### src/rtl/mfd_regs.vh
/*
 Constants for the packet data path: clock ratios, FIFO geometry,
 receive status layout and PHY select decode.
 Assumes the including file is plain Verilog-2005.
*/
`ifndef MFD_REGS_VH
`define MFD_REGS_VH
// System clock rate in MHz
`define MFD_CLK_MHZ 250
// DMA engine rate in MHz
`define MFD_DMA_MHZ 50
// System cycles per DMA enable
`define MFD_DMA_DIV (`MFD_CLK_MHZ / `MFD_DMA_MHZ)
// Divider reset value
`define MFD_DIV_RST 3'h0
// FIFO address width and depth in 16-bit words
`define MFD_FIFO_AW 3
`define MFD_FIFO_DEPTH (1 << `MFD_FIFO_AW)
// Bad CRC position in the receive status word
`define MFD_BAD_CRC_BIT 13
// Bank that maps the PHY select
`define MFD_PHY_BANK 3'h7
// Highest host address that maps the PHY select
`define MFD_PHY_ADDR_TOP 4'h7
// Memory address width and address step per 32-bit cycle
`define MFD_ADDR_W 16
`define MFD_ADDR_STEP 16'h0004
// Last nibble index inside a 16-bit word
`define MFD_LAST_NIB 2'h3
`endif

### src/rtl/mfd_datapath.v
/*
 Packet data path: nibble link, two 16-bit FIFOs, 32-bit DMA engine.
 Assumes one 250 MHz clock; PHY pins are synchronised here.
*/
// Functional notes
// RQ1 - Transmit nibbles driven on four outputs
// RQ2 - PHY supplies nibble-rate transmit clock
// RQ3 - Receive nibbles sampled on receive clock
// RQ4 - Code error discards frame, sets bit 13
// RQ5 - PHY select low: low eight addresses, bank 7
// RQ6 - Leading n means active low
// RQ7 - Host keeps bus clock within limits
// RQ8 - Transmit and receive logic fully independent
// RQ9 - Two 16-bit FIFOs, 32-bit DMA side
// RQ10 - DMA runs at 50 MHz, 32-bit path
// RQ11 - DMA fetches transmit, stores receive data
// RQ12 - Two receive words per memory cycle
// RQ13 - Separate transmit and receive counters
// RQ14 - Alternate transmit and receive when both pending
// RQ15 - Management clock, data out, data in
// RQ16 - Receive valid frames received nibbles
// RQ17 - Fast envelope covers 100 Mbps transmission
// RQ18 - Safe crossing from nibble clock domains
`timescale 1ns/1ps
`include "mfd_regs.vh"
module mfd_datapath (
   input  wire        clock,
   input  wire        rstn,
   input  wire        tx_nibble_clock,
   input  wire        rx_nibble_clock,
   input  wire [3:0]  rx_nibble,
   input  wire        rx_dv,
   input  wire        rx_err,
   input  wire        mgmt_data_in,
   input  wire        mgmt_clock_set,
   input  wire        mgmt_data_set,
   input  wire        host_access,
   input  wire [3:0]  host_addr,
   input  wire [2:0]  bank_sel,
   input  wire        speed_fast,
   input  wire        tx_go,
   input  wire [15:0] tx_base,
   input  wire [15:0] tx_dwords,
   input  wire [15:0] rx_base,
   input  wire        mem_ack,
   input  wire [31:0] mem_rdata,
   output reg  [3:0]  tx_nibble,
   output reg         fast_tx_envelope,
   output reg         mgmt_clock_out,
   output reg         mgmt_data_out,
   output reg         mgmt_data_seen,
   output reg         phy_select_out_n,
   output reg         tx_busy,
   output reg         rx_done,
   output reg  [15:0] rx_status,
   output reg  [15:0] rx_byte_count,
   output reg         mem_req,
   output reg         mem_we,
   output reg  [15:0] mem_addr,
   output reg  [31:0] mem_wdata
);
   localparam AW = `MFD_FIFO_AW;
   localparam DEPTH = `MFD_FIFO_DEPTH;
   localparam ST_IDLE = 2'b00;  // DMA idle
   localparam ST_TXRD = 2'b01;  // DMA transmit read
   localparam ST_RXWR = 2'b10;  // DMA receive write
   reg  [8:0]  pin_meta;      // First synchroniser stage
   reg  [8:0]  pin_sync;      // Second synchroniser stage
   reg         txc_prev;      // Transmit clock history
   reg         rxc_prev;      // Receive clock history
   reg  [2:0]  div_cnt;       // DMA rate divider
   reg         dma_en;        // One-cycle DMA enable
   reg  [15:0] txf [0:DEPTH-1]; // Transmit FIFO storage
   reg  [15:0] rxf [0:DEPTH-1]; // Receive FIFO storage
   reg  [AW:0] txf_wp;        // Written by DMA
   reg  [AW:0] txf_rp;        // Read by transmit logic
   reg  [AW:0] rxf_wp;        // Written by receive logic
   reg  [AW:0] rxf_rp;        // Read by DMA
   reg  [15:0] tx_shift;      // Nibbles left in current word
   reg  [1:0]  tx_nib_left;   // Count of nibbles still to send
   reg  [15:0] rx_word;       // Receive nibble assembly
   reg  [1:0]  rx_nib_idx;    // Nibble position in word
   reg         rx_in_frame;   // Inside a valid envelope
   reg         rx_bad;        // Frame hit a code error or overrun
   reg  [15:0] rx_nibs;       // Nibbles in current frame
   reg         rx_end_tgl;    // Toggles at each frame end
   reg         rx_end_ack;    // DMA copy of the toggle
   reg         rx_end_bad;    // Error state of ended frame
   reg  [15:0] rx_end_nibs;   // Length of ended frame
   reg  [1:0]  state;         // DMA state
   reg         last_tx;       // Last grant was transmit
   reg  [15:0] tx_addr;       // Transmit memory address
   reg  [15:0] tx_left;       // Transmit 32-bit words left
   reg  [15:0] rx_off;        // Receive offset from base
   reg  [31:0] rx_hold;       // Two receive words
   reg  [1:0]  rx_half;       // Words held in rx_hold
   wire tx_rise = pin_sync[0] & ~txc_prev;
   wire rx_rise = pin_sync[1] & ~rxc_prev;
   wire [3:0] rx_nib_s = pin_sync[5:2];
   wire rx_dv_s = pin_sync[6];
   wire rx_err_s = pin_sync[7];
   wire [AW:0] txf_cnt = txf_wp - txf_rp;
   wire txf_empty = (txf_cnt == {(AW+1){1'b0}});
   wire [AW:0] rxf_cnt = rxf_wp - rxf_rp;
   wire rxf_empty = (rxf_cnt == {(AW+1){1'b0}});
   wire rxf_full = (rxf_cnt == DEPTH[AW:0]);
   wire [AW:0] tx_room = DEPTH[AW:0] - txf_cnt;
   wire rx_pend = rx_end_tgl ^ rx_end_ack;
   wire [15:0] rx_in_word = {rx_nib_s, rx_word[15:4]};
   // Room for two words from one 32-bit fetch
   wire tx_need = (tx_left != 16'h0000) && (tx_room >= 2);
   // RQ12 full pair or end flush
   wire rx_need = (rx_half == 2'h2) ||
                  (rx_half == 2'h1 && rx_pend && rxf_empty);
   reg  [15:0] rx_tail;       // Partial word, right aligned
   // Right-align a partial word at frame end
   always @* begin
      case (rx_nib_idx)
         2'h1: rx_tail = {12'h000, rx_word[15:12]};
         2'h2: rx_tail = {8'h00, rx_word[15:8]};
         2'h3: rx_tail = {4'h0, rx_word[15:4]};
         default: rx_tail = rx_word;
      endcase
   end
   // RQ18 two-stage pin synchronisers
   always @(posedge clock or negedge rstn) begin
      if (!rstn) begin
         pin_meta <= 9'h000;
         pin_sync <= 9'h000;
         txc_prev <= 1'b0;
         rxc_prev <= 1'b0;
      end else begin
         pin_meta <= {mgmt_data_in, rx_err, rx_dv, rx_nibble,
                      rx_nibble_clock, tx_nibble_clock};
         pin_sync <= pin_meta;
         txc_prev <= pin_sync[0];
         rxc_prev <= pin_sync[1];
      end
   end
   // RQ10 divide to 50 MHz enable
   always @(posedge clock or negedge rstn) begin
      if (!rstn) begin
         div_cnt <= `MFD_DIV_RST;
         dma_en <= 1'b0;
      end else if (div_cnt == `MFD_DMA_DIV - 1) begin
         div_cnt <= `MFD_DIV_RST;
         dma_en <= 1'b1;
      end else begin
         div_cnt <= div_cnt + 3'h1;
         dma_en <= 1'b0;
      end
   end
   // Host decode and management pins
   always @(posedge clock or negedge rstn) begin
      if (!rstn) begin
         phy_select_out_n <= 1'b1;
         mgmt_clock_out <= 1'b0;
         mgmt_data_out <= 1'b0;
         mgmt_data_seen <= 1'b0;
      end else begin
         // RQ5 RQ6 active-low PHY select
         phy_select_out_n <= ~(host_access &&
            host_addr <= `MFD_PHY_ADDR_TOP &&
            bank_sel == `MFD_PHY_BANK);
         // RQ15 management serial pins
         mgmt_clock_out <= mgmt_clock_set;
         mgmt_data_out <= mgmt_data_set;
         mgmt_data_seen <= pin_sync[8];
      end
   end
   // RQ8 transmit side, independent of receive
   always @(posedge clock or negedge rstn) begin
      if (!rstn) begin
         tx_nibble <= 4'h0;
         fast_tx_envelope <= 1'b0;
         tx_shift <= 16'h0000;
         tx_nib_left <= 2'h0;
         txf_rp <= {(AW+1){1'b0}};
      end else if (tx_rise) begin
         if (tx_nib_left != 2'h0) begin
            // RQ1 next nibble out
            tx_nibble <= tx_shift[3:0];
            tx_shift <= {4'h0, tx_shift[15:4]};
            tx_nib_left <= tx_nib_left - 2'h1;
         end else if (!txf_empty) begin
            // RQ9 pop one 16-bit word
            tx_nibble <= txf[txf_rp[AW-1:0]][3:0];
            tx_shift <= {4'h0, txf[txf_rp[AW-1:0]][15:4]};
            tx_nib_left <= `MFD_LAST_NIB;
            txf_rp <= txf_rp + 1'b1;
         end else begin
            tx_nibble <= 4'h0;
         end
         // RQ17 envelope while nibbles flow
         fast_tx_envelope <= speed_fast &&
            (tx_nib_left != 2'h0 || !txf_empty);
      end
   end
   // RQ3 receive logic on receive clock edges
   always @(posedge clock or negedge rstn) begin
      if (!rstn) begin
         rx_word <= 16'h0000;
         rx_nib_idx <= 2'h0;
         rx_in_frame <= 1'b0;
         rx_bad <= 1'b0;
         rx_nibs <= 16'h0000;
         rx_end_tgl <= 1'b0;
         rx_end_bad <= 1'b0;
         rx_end_nibs <= 16'h0000;
         rxf_wp <= {(AW+1){1'b0}};
      end else if (rx_rise) begin
         // RQ16 valid envelope frames data
         if (rx_dv_s) begin
            rx_in_frame <= 1'b1;
            rx_word <= rx_in_word;
            rx_nib_idx <= rx_nib_idx + 2'h1;
            rx_nibs <= rx_nibs + 16'h0001;
            // RQ4 code error or overrun discards
            if (rx_err_s || (rx_nib_idx == `MFD_LAST_NIB && rxf_full))
               rx_bad <= 1'b1;
            else if (rx_nib_idx == `MFD_LAST_NIB && !rx_bad) begin
               rxf[rxf_wp[AW-1:0]] <= rx_in_word;
               rxf_wp <= rxf_wp + 1'b1;
            end
         end else if (rx_in_frame) begin
            // Frame end: flush partial word, post status
            if (rx_nib_idx != 2'h0 && !rx_bad && !rxf_full) begin
               rxf[rxf_wp[AW-1:0]] <= rx_tail;
               rxf_wp <= rxf_wp + 1'b1;
            end
            rx_end_bad <= rx_bad;
            rx_end_nibs <= rx_nibs;
            rx_end_tgl <= ~rx_end_tgl;
            rx_in_frame <= 1'b0;
            rx_bad <= 1'b0;
            rx_nibs <= 16'h0000;
            rx_nib_idx <= 2'h0;
         end
      end
   end
   // DMA engine, one step per 50 MHz enable
   always @(posedge clock or negedge rstn) begin
      if (!rstn) begin
         state <= ST_IDLE;
         last_tx <= 1'b0;
         tx_addr <= 16'h0000;
         tx_left <= 16'h0000;
         rx_off <= 16'h0000;
         rx_hold <= 32'h0000_0000;
         rx_half <= 2'h0;
         rx_end_ack <= 1'b0;
         txf_wp <= {(AW+1){1'b0}};
         rxf_rp <= {(AW+1){1'b0}};
         mem_req <= 1'b0;
         mem_we <= 1'b0;
         mem_addr <= 16'h0000;
         mem_wdata <= 32'h0000_0000;
         tx_busy <= 1'b0;
         rx_done <= 1'b0;
         rx_status <= 16'h0000;
         rx_byte_count <= 16'h0000;
      end else begin
         rx_done <= 1'b0;
         tx_busy <= (tx_left != 16'h0000) || !txf_empty ||
                    (tx_nib_left != 2'h0);
         // RQ13 transmit counters loaded on start
         if (tx_go && state != ST_TXRD) begin
            tx_addr <= tx_base;
            tx_left <= tx_dwords;
         end
         if (dma_en) begin
            // RQ12 gather receive words into the pair
            if (state != ST_RXWR && rx_half != 2'h2 && !rxf_empty) begin
               if (rx_half == 2'h0)
                  rx_hold[15:0] <= rxf[rxf_rp[AW-1:0]];
               else
                  rx_hold[31:16] <= rxf[rxf_rp[AW-1:0]];
               rx_half <= rx_half + 2'h1;
               rxf_rp <= rxf_rp + 1'b1;
            end else if (state == ST_IDLE && rx_pend && rxf_empty &&
                         rx_half == 2'h0) begin
               // RQ4 report frame and its bad CRC
               rx_done <= 1'b1;
               rx_status <= 16'h0000;
               rx_status[`MFD_BAD_CRC_BIT] <= rx_end_bad;
               rx_byte_count <= {1'b0, rx_end_nibs[15:1]};
               rx_end_ack <= rx_end_tgl;
               rx_off <= 16'h0000;
            end
            case (state)
               ST_IDLE: begin
                  // RQ14 alternate when both wait
                  if (tx_need && (!rx_need || !last_tx)) begin
                     state <= ST_TXRD;
                     mem_req <= 1'b1;
                     mem_we <= 1'b0;
                     mem_addr <= tx_addr;
                  end else if (rx_need) begin
                     state <= ST_RXWR;
                     mem_req <= 1'b1;
                     mem_we <= 1'b1;
                     mem_addr <= rx_base + rx_off;
                     mem_wdata <= (rx_half == 2'h2) ? rx_hold :
                                  {16'h0000, rx_hold[15:0]};
                  end
               end
               ST_TXRD: begin
                  // RQ11 fetched word into transmit FIFO
                  if (mem_ack) begin
                     txf[txf_wp[AW-1:0]] <= mem_rdata[15:0];
                     txf[txf_wp[AW-1:0] + 1'b1] <= mem_rdata[31:16];
                     txf_wp <= txf_wp + 2'h2;
                     tx_addr <= tx_addr + `MFD_ADDR_STEP;
                     tx_left <= tx_left - 16'h0001;
                     last_tx <= 1'b1;
                     mem_req <= 1'b0;
                     state <= ST_IDLE;
                  end
               end
               ST_RXWR: begin
                  // RQ11 receive pair stored
                  if (mem_ack) begin
                     rx_off <= rx_off + `MFD_ADDR_STEP;
                     rx_half <= 2'h0;
                     last_tx <= 1'b0;
                     mem_req <= 1'b0;
                     mem_we <= 1'b0;
                     state <= ST_IDLE;
                  end
               end
               default: begin
                  state <= ST_IDLE;
                  mem_req <= 1'b0;
               end
            endcase
         end
      end
   end
endmodule

### config.mk
export PLATFORM = sky130hd
export DESIGN_NAME = mfd_datapath
export DESIGN_NICKNAME = d
export VERILOG_FILES = /design/src/rtl/mfd_datapath.v
export VERILOG_INCLUDE_DIRS = /design/src /design/src/rtl
export SDC_FILE = /design/constraint.sdc
export NUM_CORES = 1
export LEC_CHECK = 0
export ABC_AREA = 1
export BUFFER_PORTS_ARGS = -buffer_cell sky130_fd_sc_hd__buf_2
export CAP_MARGIN = 10
export CELL_PAD_IN_SITES_DETAIL_PLACEMENT = 0
export CELL_PAD_IN_SITES_GLOBAL_PLACEMENT = 2
export CORE_UTILIZATION = 42
export DETAILED_ROUTE_END_ITERATION = 7
export PLACE_DENSITY_LB_ADDON = 0.3
export RECOVER_POWER = 50
export SYNTH_ARGS = -nofsm -noshare
export SYNTH_HDL_FRONTEND = slang
export SYNTH_SLANG_ARGS = --single-unit
### constraint.sdc
create_clock -name clock -period 7.5 [get_ports clock]
set_input_delay 1.125 -clock clock [delete_from_list [all_inputs] [get_ports clock]]
set_output_delay 1.125 -clock clock [all_outputs]
set_load 0.02 [all_outputs]
==> reports/results.tsv <==
stage	metric	value	unit
outcome	status	complete, but fails checks	
outcome	violations	capacitance limit, slew limit	
run	cap_viol_max_count	4	
setup_path	crit_buf_inv	2	
route	drt.antenna.violating_nets	0	
power_and_ir_drop	powerDensity	351	nW/um^2
setup_path	r2r-end	mem_wdata[18]	
timing	fmax	201	MHz
power_and_ir_drop	clock_power_share	29.8	%
clocking	clk_pin_slew	0.06	ns
timing	post-route-period-util	66.4	%
clocking	postCtsSetupBuffers	0	
timing	slew_violations	237	
clocking	cts_resized	0	
global_route	grtUsageTotal	19.6	%
floorplanning	core	55200	um^2
global_route	grt_max_degree	83	
yosys	syn_inst	2375	
final_layout	final_area	26700	um^2
setup_path	rrSetupSlack	2.98	ns
floorplanning	rows	86	
setup_path	worstPathCellList	buf_8, clkbuf_1	
final_layout	nets	2681	
timing	setup_viol	0	
clocking	htreeDepth	2	
setup_path	crit_fanout	82	
power_and_ir_drop	vdd_ir_drop_max	255	uV
setup_path	critPathLaunchType	primary input	
floorplanning	dieArea	56900	um^2
clocking	clock-root-buffer	clkbuf_16	
route	drt_iter0_markers	1112	
power_and_ir_drop	p_leak	11.1	nW
timing	slew_headroom	-161	%
floorplanning	pin_count	197	
clocking	cts_sinks	525	
power_and_ir_drop	switchingPower	3.41	mW
power_and_ir_drop	swShare	36.3	%
worst_hold_path	min_to	mgmt_data_seen	
placement	port-buffer-count	177	
setup_path	cp_slowest_cell	clkbuf_1	
yosys	syn_area	23500	um^2
setup_path	r2r-start	txf_rp[2]	
global_route	grt_antenna_before_repair	5	
global_route	grt_pass1_wl	88.5	mm
yosys	ys_seq_area_share	61.3	%
yosys	synth_edf_count	256	
setup_path	crit_arrival	4.48	ns
final_layout	final_cell_mix	nand2_1 (470), o21ai_0 (290), dfrtp_1 (266), edfxtp_1 (256), nor2_1 (246)	
final_layout	drive_gt1_share	9.31	%
power_and_ir_drop	seqPwrFrac	40.0	%
yosys	synthFlopType	dfrtp_1	
yosys	syn_area_per_cell	9.90	um^2
worst_hold_path	holdPathStages	0	
clocking	clk_latency	0.62	ns
timing	finalClockSkew	0.0253	ns
placement	placed_cell_area	25000	um^2
clocking	tritoncts	done	
floorplanning	die_h	239	um
setup_path	critPathKind	in -> async	
setup_path	slowest_delay	2.79	ns
timing	max_slew.worst_pin.slew	3.92	ns
power_and_ir_drop	p_int	5.96	mW
route	avgRoutedWirePerCell	16.6	um
final_layout	final_common_cell	nand2_1	
route	drc	0	
setup_path	crit_family	buffers and inverters	
yosys	ys_types	53	
placement	place.gp.congestion	0.831	
route	firstDrtPassIters	5	
setup_path	cp-end-kind	async pin	
timing	tns	0	ns
route	drt-total-wl	55.1	mm
clocking	numCtsBuffers	57	
route	vias_per_cell	5.04	
global_route	grt-ovfl-total	0	
clocking	ctsHoldBuffers	0	
final_layout	area_growth	13.6	%
floorplanning	fp.dieW	239	um
clocking	clockBufferDepth	3	
yosys	ys_ff_latch	525	
global_route	grt_pass1_vias	16000	
power_and_ir_drop	combPwrFrac	30.3	%
yosys	ys_warn_count	0	
setup_path	reg2reg_depth	14	
route	vias	16800	
timing	rsz0062_at_grt	no	
timing	final_hold_viol_count	0	
placement	dpl.hpwl	35.6	mm
worst_hold_path	hp-start	pin_sync[8]	
setup_path	critPathRequiredTime	7.00	ns
timing	period_minus_slack	4.98	ns
worst_hold_path	hold_class	reg -> reg	
floorplanning	start_util	42.6	%
yosys	synthArstFlopShare	51.2	%
-- metrics by stage --
step / power [mW] / hold WS [ns] / setup WS, ns / std cells / util (%)
floorplan: 5.81 / 0.331 / 3.97 / 2390 / -
global placement: 6.62 / 0.339 / 3.02 / 3218 / 45.3
detailed placement: 6.68 / 0.335 / 2.98 / 3218 / 45.3
CTS: 9.50 / 0.350 / 2.93 / 3325 / 48.7
global route: 10.0 / 0.356 / 1.39 / 3327 / 48.4
finish: 9.37 / 0.352 / 2.52 / 3328 / 48.4
-- area by class of cell --
type	count	area [um^2]
Antenna cell	3	7.51
Clock buffer	80	1580
Timing Repair Buffer	195	871
Inverter	214	806
Clock inverter	27	287
Sequential cell	525	14400
Fill cell	5248	28500
Multi-Input combinational cell	1536	7790
Tap cell	748	936
-- Yosys cell counts, types with 3 or more instances --
cell type | count | area, um^2
a21o_1 | 3 | 22.5
a21oi_1 | 63 | 315
a22o_1 | 5 | 43.8
a22oi_1 | 8 | 60.1
a31oi_1 | 20 | 125
buf_2 | 19 | 95.1
buf_4 | 19 | 143
buf_6 | 10 | 113
clkbuf_1 | 65 | 244
clkinv_1 | 4 | 15.0
dfrtp_1 | 268 | 6710
edfxtp_1 | 256 | 7690
ha_1 | 46 | 576
inv_1 | 198 | 743
inv_2 | 11 | 41.3
nand2_1 | 470 | 1760
nand2_2 | 10 | 62.6
nand3_1 | 120 | 601
nand3_2 | 5 | 50.1
nand3b_1 | 6 | 45.0
nand4_1 | 16 | 100
nor2_1 | 255 | 957
nor2_2 | 5 | 31.3
nor3_1 | 24 | 120
o2111ai_1 | 4 | 35.0
o21ai_0 | 288 | 1440
o21ai_1 | 21 | 105
o21ai_2 | 23 | 201
o221ai_1 | 3 | 26.3
o22ai_1 | 60 | 375
or2_2 | 3 | 18.8
xnor2_1 | 13 | 114
xor2_1 | 24 | 210
-- how the worst max path moves through the flow --
stage                   start             to  cells after the start
finish                   rstn      rxf_rp[0]                      2
global route             rstn      rxf_rp[0]                      2
CTS                 txf_rp[2]  mem_wdata[18]                     14
detailed placement  txf_rp[2]  mem_wdata[18]                     14
floorplan           rxf_rp[2]      rxf[3][0]                     12
global placement    txf_rp[2]   mem_wdata[3]                     13
-- sequential cells by signal, summed over array words and instances (netlist names), 3 cells and up --
name,count
tx_left,16
tx_addr,16
mem_wdata,32
rxf,128
pin_meta,9
txf_wp,3
rxf_wp,4
tx_shift,12
rx_end_nibs,15
rx_nibs,16
txf_rp,4
pin_sync,9
div_cnt,3
mem_addr,16
txf,128
tx_nibble,4
rx_hold,32
rxf_rp,4
rx_byte_count,15
rx_off,16
rx_word,16
-- cells by family after synthesis --
family | Yosys count | share of synthesized area (%)
simple gates | 924 | 16.5
xor+xnor | 37 | 1.38
buf+inv | 329 | 5.99
fa+ha+maj | 48 | 2.62
flops | 525 | 61.3
compound gates | 511 | 12.2
other cells | 1 | 0.0159
-- per-layer routing --
layer	global-route usage [%]	vias up	wire length [um]
li1	-	8332	-
met1	28.5	8046	26800
met2	30.4	324	25000
met3	3.41	58	2470
met4	4.64	4	774
met5	0	-	25
-- power groups by stage --
stage               combinational, mW  sequential [mW]  clock, mW
finish                           2.84             3.74       2.79
global route                     3.23             3.80       2.99
CTS                              2.90             3.74       2.86
detailed placement               2.88             3.79          0
global placement                 2.84             3.79          0
floorplan                        1.96             3.85          0
Power figures use the tool's default switching activity.
